$ cat src/verilog/rtmsd_pkg.sv
package rtmsd_pkg;

  localparam int CLK_HZ          = 100_000_000;
  localparam int TICK_NS         = 1000;
  localparam int CLK_NS          = 1_000_000_000 / CLK_HZ;
  localparam int TICK_CYCLES     = (TICK_NS + CLK_NS - 1) / CLK_NS;
  localparam int FIELD_CHECK_US  = 25;
  localparam int FIELD_CHECK_CYC = (FIELD_CHECK_US * 1000 + CLK_NS - 1) / CLK_NS;
  localparam int FIELD_CONFIRMS  = 4;
  localparam int TICK_CNT_W      = 16;
  localparam int TIME_W          = 24;

  // step per unit encoding, in slow ticks
  localparam logic [TIME_W-1:0] UNIT_STEP0 = 24'h000001;
  localparam logic [TIME_W-1:0] UNIT_STEP1 = 24'h00000a;
  localparam logic [TIME_W-1:0] UNIT_STEP2 = 24'h000064;
  localparam logic [TIME_W-1:0] UNIT_STEP3 = 24'h0003e8;

  typedef enum logic [2:0] {
    RTMSD_SLEEP   = 3'b000,
    RTMSD_CONFIRM = 3'b001,
    RTMSD_BOOT    = 3'b010,
    RTMSD_XMIT    = 3'b011,
    RTMSD_LISTEN  = 3'b100,
    RTMSD_MUTED   = 3'b101,
    RTMSD_READY   = 3'b110
  } rtmsd_state_t;

  function automatic logic [TIME_W-1:0] rtmsd_duration(input logic [3:0] cnt,
                                                        input logic [1:0] unit);
    logic [TIME_W-1:0] step;
    step = UNIT_STEP0;
    unique case (unit)
      2'h0: step = UNIT_STEP0;
      2'h1: step = UNIT_STEP1;
      2'h2: step = UNIT_STEP2;
      2'h3: step = UNIT_STEP3;
    endcase
    rtmsd_duration = TIME_W'(step * {20'h00000, cnt});
  endfunction : rtmsd_duration

endpackage : rtmsd_pkg

$ cat src/verilog/rtmsd_ctrl.sv
`timescale 1ns/1ps
`default_nettype none
// Contract
// tag-talks-first: keep sending tag messages while field present and not muted
// mute after programmed 6-bit count of tag messages sent
// by default mute ends only when field is lost
// pin-edge option: rising aux input edge ends mute, restarts sending
// mute ends after 4-bit count times 2-bit unit step
// mute timeout acts only with its enable set
// interval between tag messages set by maximum hold-off value
// between messages sit listening for mute or reader command
// battery tag repeats send, self-mute, unmute cycle until field loss
// battery tag accepts reader commands except while transmitting
// talks-first sleep encouragement needs all six listed conditions
// talks-first encouragement forces mute timeout enable
// talks-first encouraged active time is about twice mute plus timeout time
// reader-talks-first: stay active idle in ready while field present
// leave active after 4-bit idle count times 2-bit unit step
// idle timeout acts only with its enable; no replies while off
// forced idle duty cycle alone gives about 93 percent active
// reader-talks-first encouragement needs battery, sleep, idle nonzero, no serial set
// reader-talks-first encouragement forces idle timeout enable
// return to sleep if no command within initial-command timeout after boot; code applies it only under reader-talks-first encouragement
// encouraged with nonzero initial timeout: active about six times it
// encouraged with zero initial timeout: active about twice idle timeout
// wake only after four positive field checks 25 us apart
// each timeout is count times step chosen by its unit field
module rtmsd_ctrl
  import rtmsd_pkg::*;
#(
  parameter int CONFIRMS  = FIELD_CONFIRMS,
  parameter int CHECK_CYC = FIELD_CHECK_CYC,
  parameter int TICK_DIV  = TICK_CYCLES
) (
  input  wire logic       mclk,
  input  wire logic       nrst,
  input  wire logic       fieldDetect,
  input  wire logic       talksFirst,
  input  wire logic       battery_assisted,
  input  wire logic       serial_param_set_command,
  input  wire logic [5:0] muteCount,
  input  wire logic [3:0] muteTimeout,
  input  wire logic [1:0] timeoutUnits,
  input  wire logic       mute_timeout_enable,
  input  wire logic       pinUnmuteSelect,
  input  wire logic       aux_edge_input,
  input  wire logic [3:0] holdOff,
  input  wire logic [1:0] holdOffUnits,
  input  wire logic [3:0] idleTimeout,
  input  wire logic       idle_timeout_enable,
  input  wire logic [3:0] initCmdTimeout,
  input  wire logic [3:0] sleepTimeout,
  input  wire logic       bootDone,
  input  wire logic       msgDone,
  input  wire logic       readerCmd,
  output var  logic       active,
  output var  logic       sleeping,
  output var  logic       startBoot,
  output var  logic       transmitting,
  output var  logic       muted,
  output logic            cmdAccept,
  output var  logic       encourageOn
);

  rtmsd_state_t state;
  rtmsd_state_t next_state;

  // check spacing counter sized from the spacing parameter
  localparam int CHK_W = $clog2(CHECK_CYC + 1);

  logic             tick;
  logic [5:0]       sentCnt;
  logic [CHK_W-1:0] checkCnt;
  logic [2:0] confirmCnt;
  logic       auxPrev;
  logic       gotCmd;
  logic       sleepHold;

  wire logic ttfEncourage = battery_assisted && idle_timeout_enable && (sleepTimeout != 4'h0)
                          && (muteCount != 6'h00) && (muteTimeout != 4'h0)
                          && !serial_param_set_command;
  wire logic rtfEncourage = battery_assisted && (sleepTimeout != 4'h0)
                          && (idleTimeout != 4'h0) && !serial_param_set_command;
  wire logic encourage    = talksFirst ? ttfEncourage : rtfEncourage;
  wire logic muteToEn     = mute_timeout_enable || ttfEncourage;
  wire logic idleToEn     = idle_timeout_enable || rtfEncourage;
  wire logic auxRise      = aux_edge_input && !auxPrev;

  wire logic [TIME_W-1:0] muteLen = rtmsd_duration(muteTimeout, timeoutUnits);
  wire logic [TIME_W-1:0] idleLen = rtmsd_duration(idleTimeout, timeoutUnits);
  wire logic [TIME_W-1:0] holdLen = rtmsd_duration(holdOff, holdOffUnits);
  wire logic [TIME_W-1:0] initLen = rtmsd_duration(initCmdTimeout, timeoutUnits);
  wire logic [TIME_W-1:0] sleepLen = rtmsd_duration(sleepTimeout, timeoutUnits);

  // one active window holds two idle timeouts / six initial-command windows
  wire logic [TIME_W-1:0] encIdleLen = (initCmdTimeout != 4'h0)
                                     ? TIME_W'(initLen * 24'h000006)
                                     : TIME_W'(idleLen * 24'h000002);

  wire logic enterActive = (state == RTMSD_BOOT) && bootDone;
  wire logic checkDue    = (checkCnt == CHK_W'(CHECK_CYC - 1));
  wire logic sentLast    = (muteCount != 6'h00) && (sentCnt == muteCount - 6'h01);
  // initial detection plus three confirmations
  wire logic lastCheck   = checkDue && (confirmCnt == 3'(CONFIRMS - 2));
  wire logic checkFail   = checkDue && !fieldDetect;
  wire logic pinUnmute   = pinUnmuteSelect && auxRise;

  logic holdExp;
  logic muteExp;
  logic idleExp;
  logic initExp;
  logic sleepExp;
  logic activeExp;

  // timer controls
  wire logic holdStart  = (state == RTMSD_XMIT);
  wire logic holdRun    = (state == RTMSD_LISTEN);
  wire logic muteStart  = (state != RTMSD_MUTED);
  wire logic idleStart  = enterActive || readerCmd;
  wire logic idleRun    = idleToEn && (state == RTMSD_READY);
  wire logic initRun    = rtfEncourage && (initCmdTimeout != 4'h0) && !gotCmd;
  wire logic actRun     = ttfEncourage && talksFirst && active;
  wire logic sleepStart = (state != RTMSD_SLEEP);
  wire logic [TIME_W-1:0] idleSel = encourage ? encIdleLen : idleLen;
  wire logic [TIME_W-1:0] actLen  = TIME_W'((muteLen + TIME_W'(muteCount) * holdLen)
                                            * 24'h000002);

  // state-class decode for the registered outputs and the sleep hold
  wire logic enterSleep = (state != RTMSD_SLEEP) && (next_state == RTMSD_SLEEP);
  wire logic nextAsleep = (next_state == RTMSD_SLEEP) || (next_state == RTMSD_CONFIRM);
  wire logic nextAwake  = !nextAsleep && (next_state != RTMSD_BOOT || state == RTMSD_BOOT);
  wire logic bootStart  = (state == RTMSD_CONFIRM) && (next_state == RTMSD_BOOT);

  rtmsd_tick #(
    .DIV (TICK_DIV)
  ) u_tick (
    .mclk (mclk),
    .nrst (nrst),
    .tick (tick)
  );

  rtmsd_timer u_hold (
    .mclk    (mclk),
    .nrst    (nrst),
    .tick    (tick),
    .start   (holdStart),
    .run     (holdRun),
    .length  (holdLen),
    .expired (holdExp)
  );

  rtmsd_timer u_mute (
    .mclk    (mclk),
    .nrst    (nrst),
    .tick    (tick),
    .start   (muteStart),
    .run     (muteToEn),
    .length  (muteLen),
    .expired (muteExp)
  );

  rtmsd_timer u_idle (
    .mclk    (mclk),
    .nrst    (nrst),
    .tick    (tick),
    .start   (idleStart),
    .run     (idleRun),
    .length  (idleSel),
    .expired (idleExp)
  );

  rtmsd_timer u_init (
    .mclk    (mclk),
    .nrst    (nrst),
    .tick    (tick),
    .start   (enterActive),
    .run     (initRun),
    .length  (initLen),
    .expired (initExp)
  );

  // active-window budget for talks-first encouragement
  rtmsd_timer u_active (
    .mclk    (mclk),
    .nrst    (nrst),
    .tick    (tick),
    .start   (enterActive),
    .run     (actRun),
    .length  (actLen),
    .expired (activeExp)
  );

  rtmsd_timer u_sleep (
    .mclk    (mclk),
    .nrst    (nrst),
    .tick    (tick),
    .start   (sleepStart),
    .run     (encourage),
    .length  (sleepLen),
    .expired (sleepExp)
  );

  always_comb begin
    next_state = state;
    unique case (state)
      RTMSD_SLEEP: begin
        if (fieldDetect && !sleepHold) begin
          next_state = RTMSD_CONFIRM;
        end
      end
      RTMSD_CONFIRM: begin
        if (checkFail) begin
          next_state = RTMSD_SLEEP;
        end else if (lastCheck) begin
          next_state = RTMSD_BOOT;
        end
      end
      RTMSD_BOOT: begin
        if (!fieldDetect) begin
          next_state = RTMSD_SLEEP;
        end else if (bootDone) begin
          next_state = talksFirst ? RTMSD_XMIT : RTMSD_READY;
        end
      end
      RTMSD_XMIT: begin
        if (msgDone) begin
          next_state = sentLast ? RTMSD_MUTED : RTMSD_LISTEN;
        end
      end
      RTMSD_LISTEN: begin
        if (!fieldDetect || activeExp) begin
          next_state = RTMSD_SLEEP;
        end else if (holdExp) begin
          next_state = RTMSD_XMIT;
        end
      end
      RTMSD_MUTED: begin
        if (!fieldDetect || activeExp) begin
          next_state = RTMSD_SLEEP;
        end else if (pinUnmute || muteExp) begin
          next_state = RTMSD_XMIT;
        end
      end
      RTMSD_READY: begin
        if (!fieldDetect || idleExp || initExp) begin
          next_state = RTMSD_SLEEP;
        end
      end
      default: next_state = RTMSD_SLEEP;
    endcase
  end

  assign cmdAccept = (state == RTMSD_LISTEN) || (state == RTMSD_MUTED)
                   || (state == RTMSD_READY);

  always_ff @(posedge mclk or negedge nrst) begin
    if (!nrst) begin
      state <= RTMSD_SLEEP;
    end else begin
      state <= next_state;
    end
  end

  always_ff @(posedge mclk or negedge nrst) begin
    if (!nrst) begin
      checkCnt   <= '0;
      confirmCnt <= '0;
    end else if (state != RTMSD_CONFIRM) begin
      checkCnt   <= '0;
      confirmCnt <= '0;
    end else if (checkDue) begin
      checkCnt   <= '0;
      confirmCnt <= confirmCnt + 3'h1;
    end else begin
      checkCnt   <= checkCnt + 1'b1;
    end
  end

  always_ff @(posedge mclk or negedge nrst) begin
    if (!nrst) begin
      sentCnt <= '0;
    end else if (state == RTMSD_MUTED || !active) begin
      sentCnt <= '0;
    end else if (state == RTMSD_XMIT && msgDone) begin
      sentCnt <= sentCnt + 6'h01;
    end
  end

  always_ff @(posedge mclk or negedge nrst) begin
    if (!nrst) begin
      auxPrev <= 1'b0;
      gotCmd  <= 1'b0;
    end else begin
      auxPrev <= aux_edge_input;
      gotCmd  <= enterActive ? 1'b0 : (gotCmd || (readerCmd && cmdAccept));
    end
  end

  // encouraged sleep is kept until the sleep timer runs out or encouragement drops
  always_ff @(posedge mclk or negedge nrst) begin
    if (!nrst) begin
      sleepHold <= 1'b0;
    end else if (enterSleep && encourage) begin
      sleepHold <= 1'b1;
    end else if (sleepExp || !encourage) begin
      sleepHold <= 1'b0;
    end
  end

  always_ff @(posedge mclk or negedge nrst) begin
    if (!nrst) begin
      active    <= 1'b0;
      sleeping  <= 1'b1;
      startBoot <= 1'b0;
    end else begin
      active    <= nextAwake;
      sleeping  <= nextAsleep;
      startBoot <= bootStart;
    end
  end

  always_ff @(posedge mclk or negedge nrst) begin
    if (!nrst) begin
      transmitting <= 1'b0;
      muted        <= 1'b0;
    end else begin
      transmitting <= (next_state == RTMSD_XMIT);
      muted        <= (next_state == RTMSD_MUTED);
    end
  end

  always_ff @(posedge mclk or negedge nrst) begin
    if (!nrst) begin
      encourageOn <= 1'b0;
    end else begin
      encourageOn <= encourage;
    end
  end

endmodule : rtmsd_ctrl
`default_nettype wire

$ cat src/verilog/rtmsd_tick.sv
`timescale 1ns/1ps
`default_nettype none
module rtmsd_tick
  import rtmsd_pkg::*;
#(
  parameter int DIV = TICK_CYCLES
) (
  input  wire logic mclk,
  input  wire logic nrst,
  output var  logic tick
);
  logic [TICK_CNT_W-1:0] cnt;
  wire wrap = (cnt == TICK_CNT_W'(DIV - 1));

  always_ff @(posedge mclk or negedge nrst) begin
    if (!nrst) begin
      cnt  <= '0;
      tick <= 1'b0;
    end else begin
      cnt  <= wrap ? '0 : cnt + 1'b1;
      tick <= wrap;
    end
  end
endmodule : rtmsd_tick
`default_nettype wire

$ cat src/verilog/rtmsd_timer.sv
`timescale 1ns/1ps
`default_nettype none
module rtmsd_timer
  import rtmsd_pkg::*;
(
  input  wire logic              mclk,
  input  wire logic              nrst,
  input  wire logic              tick,
  input  wire logic              start,
  input  wire logic              run,
  input  wire logic [TIME_W-1:0] length,
  output var  logic              expired
);
  logic [TIME_W-1:0] remain;
  wire               atZero = (remain == '0);

  always_ff @(posedge mclk or negedge nrst) begin
    if (!nrst) begin
      remain  <= '0;
      expired <= 1'b0;
    end else if (start) begin
      remain  <= length;
      expired <= 1'b0;
    end else if (!run) begin
      expired <= 1'b0;
    end else if (tick) begin
      remain  <= atZero ? remain : remain - 1'b1;
      expired <= atZero;
    end else begin
      expired <= 1'b0;
    end
  end
endmodule : rtmsd_timer
`default_nettype wire
$ cat config.mk
export PLATFORM = sky130hd
export DESIGN_NAME = rtmsd_ctrl
export DESIGN_NICKNAME = d
export VERILOG_FILES = /design/src/verilog/rtmsd_pkg.sv /design/src/verilog/rtmsd_ctrl.sv /design/src/verilog/rtmsd_tick.sv /design/src/verilog/rtmsd_timer.sv
export SDC_FILE = /design/constraint.sdc
export NUM_CORES = 1
export LEC_CHECK = 0
export BUFFER_PORTS_ARGS = -buffer_cell sky130_fd_sc_hd__buf_2
export CAP_MARGIN = 15
export CORE_ASPECT_RATIO = 1.5
export CORE_MARGIN = 1
export CORE_UTILIZATION = 40
export CTS_CLUSTER_DIAMETER = 100
export DETAILED_ROUTE_END_ITERATION = 16
export GPL_TIMING_DRIVEN = 0
export PLACE_DENSITY = 0.51
export SYNTH_ARGS = -nofsm -noshare
export SYNTH_HDL_FRONTEND = slang
export SYNTH_HIERARCHICAL = 1
export SYNTH_SLANG_ARGS = --single-unit
$ cat constraint.sdc
create_clock -name mclk -period 3.7 [get_ports mclk]
set_input_delay 0.185 -clock mclk [delete_from_list [all_inputs] [get_ports mclk]]
set_output_delay 0.185 -clock mclk [all_outputs]
set_load 0.005 [all_outputs]
# After elaboration in Yosys (flattened, before gate mapping)
# Cells that the tools add are included.
dict set report op_classes {
  addsub 12
  multipliers 7
  n_eq_ne 29
  muxes 71
  reduce_logical 84
}
# operator count
set ops {}
lappend ops {{$mux 24} 26}
lappend ops {{$pmux 24 s4} 2}
lappend ops {{$logic_not 24->1} 6}
lappend ops {{$sub 24x1->24 const B} 6}
lappend ops {{$mul 24x4->24} 5}
lappend ops {{$mux 3} 14}
lappend ops {{$reduce_bool 2->1} 14}
lappend ops {{$logic_and 1x1->1} 26}
lappend ops {{$mul 24x2->23 const B} 1}
lappend ops {{$mul 6x24->23} 1}
lappend ops {{$mux 12} 2}
lappend ops {{$add 23x23->23} 1}
lappend ops {{$mux 1} 23}
lappend ops {{$pmux 3 s7} 1}
lappend ops {{$reduce_and 3->1} 6}
lappend ops {{$add 16x1->16 const B} 1}
lappend ops {{$eq 16x7->1 const B} 1}
lappend ops {{$mux 16} 1}
lappend ops {{$reduce_bool 4->1} 4}
lappend ops {{$eq 3x2->1 const B} 5}
lappend ops {{$logic_or 1x1->1} 14}
lappend ops {{$add 12x1->12 const B} 1}
lappend ops {{$eq 12x12->1 const B} 1}
lappend ops {{$eq 3x3->1 const B} 4}
lappend ops {{other kinds (17)} 37}
dict set report totals {
  regBits 200
  in_bits 43
  output_inout_bits 7
  wordCells 230
}

# Logic depth before layout (Yosys ltp)
# Gate-level depths: netlist of run 1.
dict set report logic_depth {
  word_depth 11
  mapped_depth 31
  mapped_depth_nobuf 31
}

# Modules after synthesis
# Netlist of run 1, hierarchy kept.
# mod n_inst cells_per_inst area_per_inst_um2 seq_area_each_um2
set by_module_without_submodules {}
lappend by_module_without_submodules {rtmsd_ctrl 1 1454 11723.7 827.0}
lappend by_module_without_submodules {{rtmsd_timer (u_active ...)} 5 194 1631.6 625.6}
lappend by_module_without_submodules {{rtmsd_timer (u_sleep)} 1 192 1624.1 625.6}
lappend by_module_without_submodules {rtmsd_tick 1 66 742.0 425.4}

# Worst setup path after synthesis of run 1
# OpenSTA, ideal clock, no wires.
dict set report synth_timing {
  path_kind {input to register}
  start {input holdOffUnits[1]}
  end {register u_active.remain[20]}
  setup_time_ps 121
  arrival_time_ps 7171
  required_ps 3579
  slack_ps -3592
  stages 30
  n_path_buf 0
  path_cell_list {nor2_1 -> nand2_1 -> fa_1 -> inv_1 -> fa_1 -> inv_1 -> fa_1 -> nor2b_1 -> o21ai_1 -> a21boi_1 -> o21ai_1 -> nor2b_1 -> xnor2_1 -> and2_1 -> fa_1 -> fa_1 -> fa_1 -> inv_1 -> fa_1 -> inv_1 -> ha_1 -> a2111oi_0 -> o21ai_1 -> a21oi_2 -> o21ai_1 -> a31oi_1 -> nor2_1 -> xor2_1 -> a22o_1 -> a22o_1}
}
dict set report synth_via {
  elab_chain_cells 6
  elab_cells_between_ends 9
  cone_classes {add/sub (1); mul (2); eq/ne (3); mux (2); reduce/logical (1)}
}
# element line_no
set synth_rtl {}
lappend synth_rtl {{start: declaration} rtmsd_ctrl.sv:48} ;# input wire logic [1:0] holdOffUnits,
lappend synth_rtl {{$eq 2x2->1, or another cell as far along} rtmsd_pkg.sv:33} ;# unique case (unit)
lappend synth_rtl {{$pmux 24 s4 (*)} rtmsd_pkg.sv:33}
lappend synth_rtl {{$mul 24x4->24 (*)} rtmsd_pkg.sv:39} ;# rtmsd_duration = TIME_W'(step * {20'h00000, cnt});
lappend synth_rtl {{net holdLen[8]} rtmsd_ctrl.sv:91} ;# wire logic [TIME_W-1:0] holdLen = rtmsd_duration(holdOff, holdOffUnits);
lappend synth_rtl {{$mul 6x24->23 (*)} rtmsd_ctrl.sv:125} ;# wire logic [TIME_W-1:0] actLen = TIME_W'((muteLen + TIME_W'(muteCount) * holdLen)
lappend synth_rtl {{$add 23x23->23 (*)} rtmsd_ctrl.sv:125}
lappend synth_rtl {{net actLen[20]} rtmsd_ctrl.sv:125}
lappend synth_rtl {{$mux 24 (*)} rtmsd_timer.sv:21} ;# end else if (start) begin
lappend synth_rtl {{end signal: assignment} rtmsd_timer.sv:22} ;# remain <= length;
lappend synth_rtl {{end signal: assignment} rtmsd_timer.sv:27} ;# remain <= atZero ? remain : remain - 1'b1;
lappend synth_rtl {{end: declaration} rtmsd_timer.sv:14} ;# logic [TIME_W-1:0] remain;
# Mark *: on every way through the listed nets, which the timed path passes. The rest lies on a longest branch. The select of a mux whose other input is x is not followed.
# A chain may end at the register's enable or synchronous reset.

# Final worst setup path of run 1
dict set report layout_timing {
  start {input holdOffUnits[0]}
  end {register u_active.remain[18]}
}
dict set report layout_via {
  elab_chain_cells 6
  elab_cells_between_ends 9
  cone_classes {add/sub (1); mul (2); eq/ne (3); mux (2); reduce/logical (1)}
}
# element line_no
set layout_rtl {}
lappend layout_rtl {{$eq 2x2->1, or another cell as far along} rtmsd_pkg.sv:33}
lappend layout_rtl {{$pmux 24 s4 (*)} rtmsd_pkg.sv:33}
lappend layout_rtl {{$mul 24x4->24 (*)} rtmsd_pkg.sv:39}
lappend layout_rtl {{$mul 6x24->23 (*)} rtmsd_ctrl.sv:125}
lappend layout_rtl {{$add 23x23->23 (*)} rtmsd_ctrl.sv:125}
lappend layout_rtl {{net actLen[18]} rtmsd_ctrl.sv:125}
lappend layout_rtl {{$mux 24 (*)} rtmsd_timer.sv:21}
# Marks and branches as above.

==> results of run 1 <==
how the worst max path moves through the flow:
stage	startpoint	endpoint	slack, ns	depth (start not counted)
3_5_place_dp	holdOffUnits[0]	u_active/remain[20]	-4.00	31
2_1_floorplan	holdOffUnits[0]	u_active/remain[20]	-2.91	30
4_1_cts	holdOffUnits[0]	u_active/remain[20]	-2.98	33
3_3_place_gp	holdOffUnits[0]	u_active/remain[20]	-3.89	31
5_1_grt	holdOffUnits[0]	u_active/remain[18]	-3.24	33
6_report	holdOffUnits[0]	u_active/remain[18]	-2.99	33
through the flow:
stage	instances	power, mW
after floorplan	2724	7.78
after CTS	3549	12.2
after detailed placement	3467	9.21
after global placement	3465	9.15
final	3573	12.8
after global routing	3573	13.8
state kept, by name (all words and copies together) (netlist names), 3 cells and up:
name / flops
checkCnt: 12
confirmCnt: 3
sentCnt: 6
state: 3
u_active/remain: 24
u_hold/remain: 24
u_idle/remain: 24
u_init/remain: 24
u_mute/remain: 24
u_sleep/remain: 24
u_tick/cnt: 16
placed cells by master, fill, tap and decap left out, drive strengths merged, types with 42 or more instances in the layout:
master,instances
a22oi,42
nor3,79
and2,123
o21ai,152
nor2,233
clkbuf,91
fa,130
or3,46
buf,153
nand3,69
nor4,68
xnor2,70
conb,43
a21oi,156
dfrtp,199
ha,188
inv,270
nand2,202
final cells by class:
class                      instances  area [µm²]
clock inverter                    14         154
antenna                            1        2.50
fill                            5236       28600
sequential                       200        5010
clock buffer                      18         429
timing repair buffer             122         895
inverter                         262         988
tap                              695         870
multi-input combinational       2153       17200
buffer                           108         581
Yosys cell counts (all sizes together), types with 70 or more instances:
| master | instances | area [µm²] |
|---|---|---|
| a21oi | 156 | 792 |
| fa | 130 | 2600 |
| nand2 | 202 | 758 |
| clkbuf | 76 | 285 |
| o21ai | 152 | 761 |
| and2 | 123 | 769 |
| nor2 | 233 | 882 |
| dfrtp | 199 | 4980 |
| ha | 188 | 2350 |
| nor3 | 79 | 417 |
| xnor2 | 70 | 613 |
| inv | 262 | 983 |
worst max-delay path, delay by kind of cell:
kind,cells,cell delay (ns)
fa+ha+maj,8,3.50
xor+xnor,1,0.12
simple gates,3,0.47
buf+inv,11,1.03
compound gates,9,1.48
mux,1,0.30
repair_timing:
item / 4_1_cts / 5_1_grt
gates cloned: 0 / 0
endpoints found under the hold margin: 97 / 0
buffers inserted: 46 / 25
pin swaps: 93 / 85
hold buffers: 4 / 0
endpoints found under the setup margin: 45 / 38
resized for setup: 125 / 83
power by group through the flow:
stage	clock network [mW]	registers (mW)	logic (mW)
6_report	1.98	2.69	8.15
5_1_grt	2.12	2.73	8.96
4_1_cts	2.06	2.68	7.46
3_5_place_dp	0	2.72	6.49
3_3_place_gp	0	2.71	6.43
2_1_floorplan	0	2.65	5.13
cells by family (layout without fill, tap and decap cells):
group	after synthesis	count (layout)	synth area share, %
xor gates and xnor gates	110	110	4.33
and+or+nand+nor	1024	1024	24.2
muxes	8	8	0.371
DFF	200	200	22.5
buffers and inverters	371	524	6.52
AOI/OAI and AO/OA	650	650	19.8
adders and majority gates	318	318	22.3
other	1	44	0.0169
per-layer routing:
metal  vias up  track usage, %  wire length (µm)
met5         -               0                40
met4         6            10.6              2660
met3       136            3.16              2300
met2       421            45.1             35500
met1      9979            27.5             27200
li1       9786               -                 -
==> impl_metrics.json, run 1 <==
{
  "root_buffer": "clkbuf_16",
  "crit_type": "primary input to register",
  "die_x_um": 195,
  "whs_endpoint": "startBoot",
  "layout-drive-gt1-share_pct": 15.3,
  "critPathLaunchType": "primary input",
  "r2r-end": "u_idle/remain[8]",
  "synth_edf_count": 0,
  "tns_ns": -52.72,
  "seq_area_frac_synth_pct": 22.5,
  "hold_ws_ns": 0.0783,
  "worst_path_max_delay_cell": "fa_1",
  "period_needed_ns": 6.69,
  "crit_path_end_kind": "register",
  "status": "complete, but fails checks",
  "required_ns": 4.09,
  "yosys_warnings": 6,
  "synth-async-reset-ratio_pct": 100,
  "slew_viol_final": 0,
  "path_clk_slew_ns": 0.09,
  "cts_buffers": 17,
  "fin_ws_ns": -2.99,
  "p_comb_share_pct": 63.6,
  "htree_num_levels": 4,
  "synthFlopType": "dfrtp_1",
  "vias": 20300,
  "ir_worst_vdd_mv": 0.532,
  "critPathMostFrequentCell": "fa_1",
  "r2r_slack_ns": 0.18,
  "cts_tree": "done",
  "synth_seq_cells": 200,
  "p_clk_share_pct": 15.4,
  "place_ws_ns": -4.00,
  "cts.sinks": 200,
  "drtIter0Drc": 1149,
  "hold_path_depth": 3,
  "rsz0062_at_grt": "yes",
  "final_core_util_pct": 47.8,
  "row_count": 105,
  "setup_viol": 31,
  "maxSlewHeadroom_pct": 29.2,
  "fin_worst_skew_ns": 0.0113,
  "gp_congestion": 0.849,
  "initial_core_util_pct": 40.6,
  "drt_first_pass_iters": 5,
  "path_max_fanout": 5,
  "synth_cell_types": 95,
  "clk_latency_ns": 0.50,
  "drtAntennaViolNets": 0,
  "grt_pass1_wl_um": 110000,
  "die_y_um": 291,
  "syn_to_final_growth_pct": 17.6,
  "viasPerCell": 5.69,
  "p_sw_mw": 5.66,
  "num_io_pins": 50,
  "antenna_found_initial": 4,
  "min_from": "fieldDetect",
  "dieArea_um2": 56600,
  "fin_nets": 3225,
  "port_buffers": 46,
  "route.detailed.drc": 0,
  "coreArea_um2": 54800,
  "fin_crit_sh_pct": 181,
  "crit_path_max_incr_delay_ns": 0.55,
  "dp_hpwl_um": 51800,
  "reg2reg_from": "state[1]",
  "violations": "negative setup slack",
  "syn_area_um2": 22200,
  "cap_violations": 0,
  "clk_path_buf_depth": 2,
  "cp.arrival_ns": 7.08,
  "worst_slew_pin_slew_ns": 1.06,
  "syn_area_per_cell_um2": 8.30,
  "place_area_um2": 24000,
  "finalHoldViolations": 0,
  "grt_pass1_vias": 21000,
  "switching_share_pct": 44.2,
  "grtUsageTotal_pct": 24.3,
  "power_leakage_nw": 11.8,
  "internal_power_mw": 7.16,
  "hp-class": "primary input to register",
  "globalRouteOverflowTotal": 0,
  "rr_worst_depth": 10,
  "wl_per_cell_um": 19.0,
  "wirelength_um": 67800,
  "power.density_nw_per_um2": 490,
  "p_seq_share_pct": 21.0,
  "max_freq_mhz": 149,
  "grt_max_degree": 106,
  "fin_area_um2": 26200,
  "netlist_instances": 2682
}
(Power assumes the default switching activity.)
==> run 2, diff against run 1 <==
--- a/config.mk
+++ b/config.mk
@@ -10,6 +10,7 @@
 export CORE_ASPECT_RATIO = 1.5
 export CORE_MARGIN = 1
 export CORE_UTILIZATION = 40
+export CTS_BUF_LIST = sky130_fd_sc_hd__clkbuf_8
 export CTS_CLUSTER_DIAMETER = 100
 export DETAILED_ROUTE_END_ITERATION = 16
 export GPL_TIMING_DRIVEN = 0
==> run 2 against run 1 <==
The run still ends with negative setup slack left; clock skew is 0.0056 ns higher; maximum frequency is 1.3% higher; sequential cell count stayed put; sequential share of layout area is 0.16 points higher; wire length hardly changed; first-iteration DRC count is 4.7% lower; non-clock buffer count is 1 lower; setup slack better by 0.086 ns; sequential power hardly changed; total power is 4.7% lower; critical endpoint unchanged; largest cell class unchanged; highest routed layer unchanged.
==> impl_metrics.json, run 2 (same netlist as run 1, synthesis figures left out) <==
{
  "switching_share_pct": 45.3,
  "gp_congestion": 0.849,
  "cap_violations": 0,
  "crit_type": "primary input to register",
  "power.density_nw_per_um2": 470,
  "fin_ws_ns": -2.91,
  "p_sw_mw": 5.52,
  "fin_worst_skew_ns": 0.0170,
  "clk_path_buf_depth": 2,
  "syn_to_final_growth_pct": 16.6,
  "hold_path_depth": 2,
  "n_fill_cell": 5270,
  "die_y_um": 291,
  "cts_tree": "done",
  "mostFrequentLayoutCells": "245 x inv_1, 224 x nor2_1, 199 x dfrtp_1, 190 x nand2_1, 158 x ha_1",
  "max_freq_mhz": 151,
  "p_comb_share_pct": 65.6,
  "tns_ns": -50.06,
  "period_needed_ns": 6.61,
  "wirelength_um": 67800,
  "grtUsageTotal_pct": 24.3,
  "drtAntennaViolNets": 0,
  "clk_latency_ns": 0.58,
  "worst_path_max_delay_cell": "fa_1",
  "p_clk_share_pct": 12.4,
  "ir_worst_vdd_mv": 0.574,
  "finalHoldViolations": 0,
  "rr_worst_depth": 10,
  "power_leakage_nw": 11.8,
  "layout-drive-gt1-share_pct": 15.1,
  "setup_viol": 30,
  "p_seq_share_pct": 22.0,
  "coreArea_um2": 54800,
  "htree_num_levels": 4,
  "root_buffer": "clkbuf_8",
  "internal_power_mw": 6.68,
  "critPathLaunchType": "primary input",
  "required_ns": 4.18,
  "crit_path_end_kind": "register",
  "maxSlewHeadroom_pct": 30.5,
  "status": "complete, but fails checks",
  "cts_buffers": 17,
  "dp_hpwl_um": 51800,
  "die_x_um": 195,
  "num_io_pins": 50,
  "row_count": 105,
  "path_clk_slew_ns": 0.13,
  "violations": "negative setup slack",
  "wl_per_cell_um": 19.0,
  "hold_ws_ns": 0.0882,
  "grt_pass1_vias": 21100,
  "grt_pass1_wl_um": 110000,
  "hp-class": "primary input to register",
  "drtIter0Drc": 1095,
  "fin_crit_sh_pct": 179,
  "fin_area_um2": 25900,
  "path_max_fanout": 5,
  "dieArea_um2": 56600,
  "critPathBufInv": 11,
  "initial_core_util_pct": 40.6,
  "globalRouteOverflowTotal": 0,
  "route.detailed.drc": 0,
  "antenna_found_initial": 4,
  "viasPerCell": 5.69,
  "cp.depth": 33,
  "cp.arrival_ns": 7.09,
  "mostFrequentLayoutCell": "inv_1",
  "critPathMostFrequentCell": "fa_1",
  "worst_slew_pin_slew_ns": 1.03,
  "vias": 20400,
  "drt_first_pass_iters": 12,
  "slew_viol_final": 0,
  "grt_max_degree": 106,
  "cts.sinks": 200,
  "total_power_mw": 12.2,
  "cp_top_family": "adder cells",
  "crit_path_max_incr_delay_ns": 0.55,
  "port_buffers": 46,
  "fin_nets": 3224,
  "place_area_um2": 24000,
  "rsz0062_at_grt": "yes"
}
## run 2: cell count changes in the layout (fill, tap and decap cells not counted), sizes merged
cell | previous run | this run
buf | 153 | 150
diode | 1 | 4
dlygate4sd3 | 4 | 5
inv | 270 | 271
## run 2: power by group through the flow
stage          clock network (mW)  registers (mW)  logic (mW)
6_report                     1.52            2.69        8.00
3_3_place_gp                    0            2.71        6.43
3_5_place_dp                    0            2.72        6.49
2_1_floorplan                   0            2.65        5.13
5_1_grt                      1.67            2.73        8.80
4_1_cts                      1.61            2.68        7.39
## run 2: cell type report
type | instances | area, µm² | area share (%)
Clock buffer | 17 | 234 | 0.902
Timing Repair Buffer | 120 | 890 | 3.43
Multi-Input combinational cell | 2153 | 17200 | 66.3
Clock inverter | 15 | 158 | 0.608
Sequential cell | 200 | 5010 | 19.3
Antenna cell | 4 | 10.0 | 0.0386
Buffer | 109 | 581 | 2.24
Inverter | 262 | 986 | 3.80
Tap cell | 695 | 870 | 3.35
## run 2: path summary, 6_finish.rpt
kind,end,slack (ns),startpoint
max,u_active/remain[18],-2.91,holdOffUnits[0]
min,state[2],0.09,talksFirst
max reg2reg,u_idle/remain[9],0.19,state[1]
min reg2reg,u_tick/cnt[15],0.48,u_tick/cnt[15]
max in group asynchronous,u_tick/cnt[15],2.40,nrst
min in group asynchronous,u_sleep/remain[12],0.21,nrst
## run 2: per-layer routing
layer / vias to the layer above / part of all wire (%) / global-route usage (%) / wire, µm
met5: - / 0.040 / 0 / 27
met4: 4 / 4.2 / 11.3 / 2830
met3: 148 / 3.2 / 3.12 / 2140
met2: 404 / 52 / 44.8 / 35300
met1: 10000 / 41 / 27.5 / 27500
li1: 9794 / - / - / -
## run 2: repair_timing
action | CTS | global route
endpoints found under the hold margin | 99 | 0
resized for setup | 118 | 85
setup endpoints to repair | 41 | 37
buffers inserted | 46 | 21
hold buffers | 5 | 0
pin swaps | 92 | 61
cloned | 0 | 0
## run 2: through the flow
stage	utilization (%)	instances	worst slack (ns)
after global routing	47.4	3573	-3.14
final	47.4	3575	-2.91
after global placement	43.7	3465	-3.89
after CTS	46.3	3550	-2.86
after floorplan	-	2724	-2.91
after detailed placement	43.8	3467	-4.00
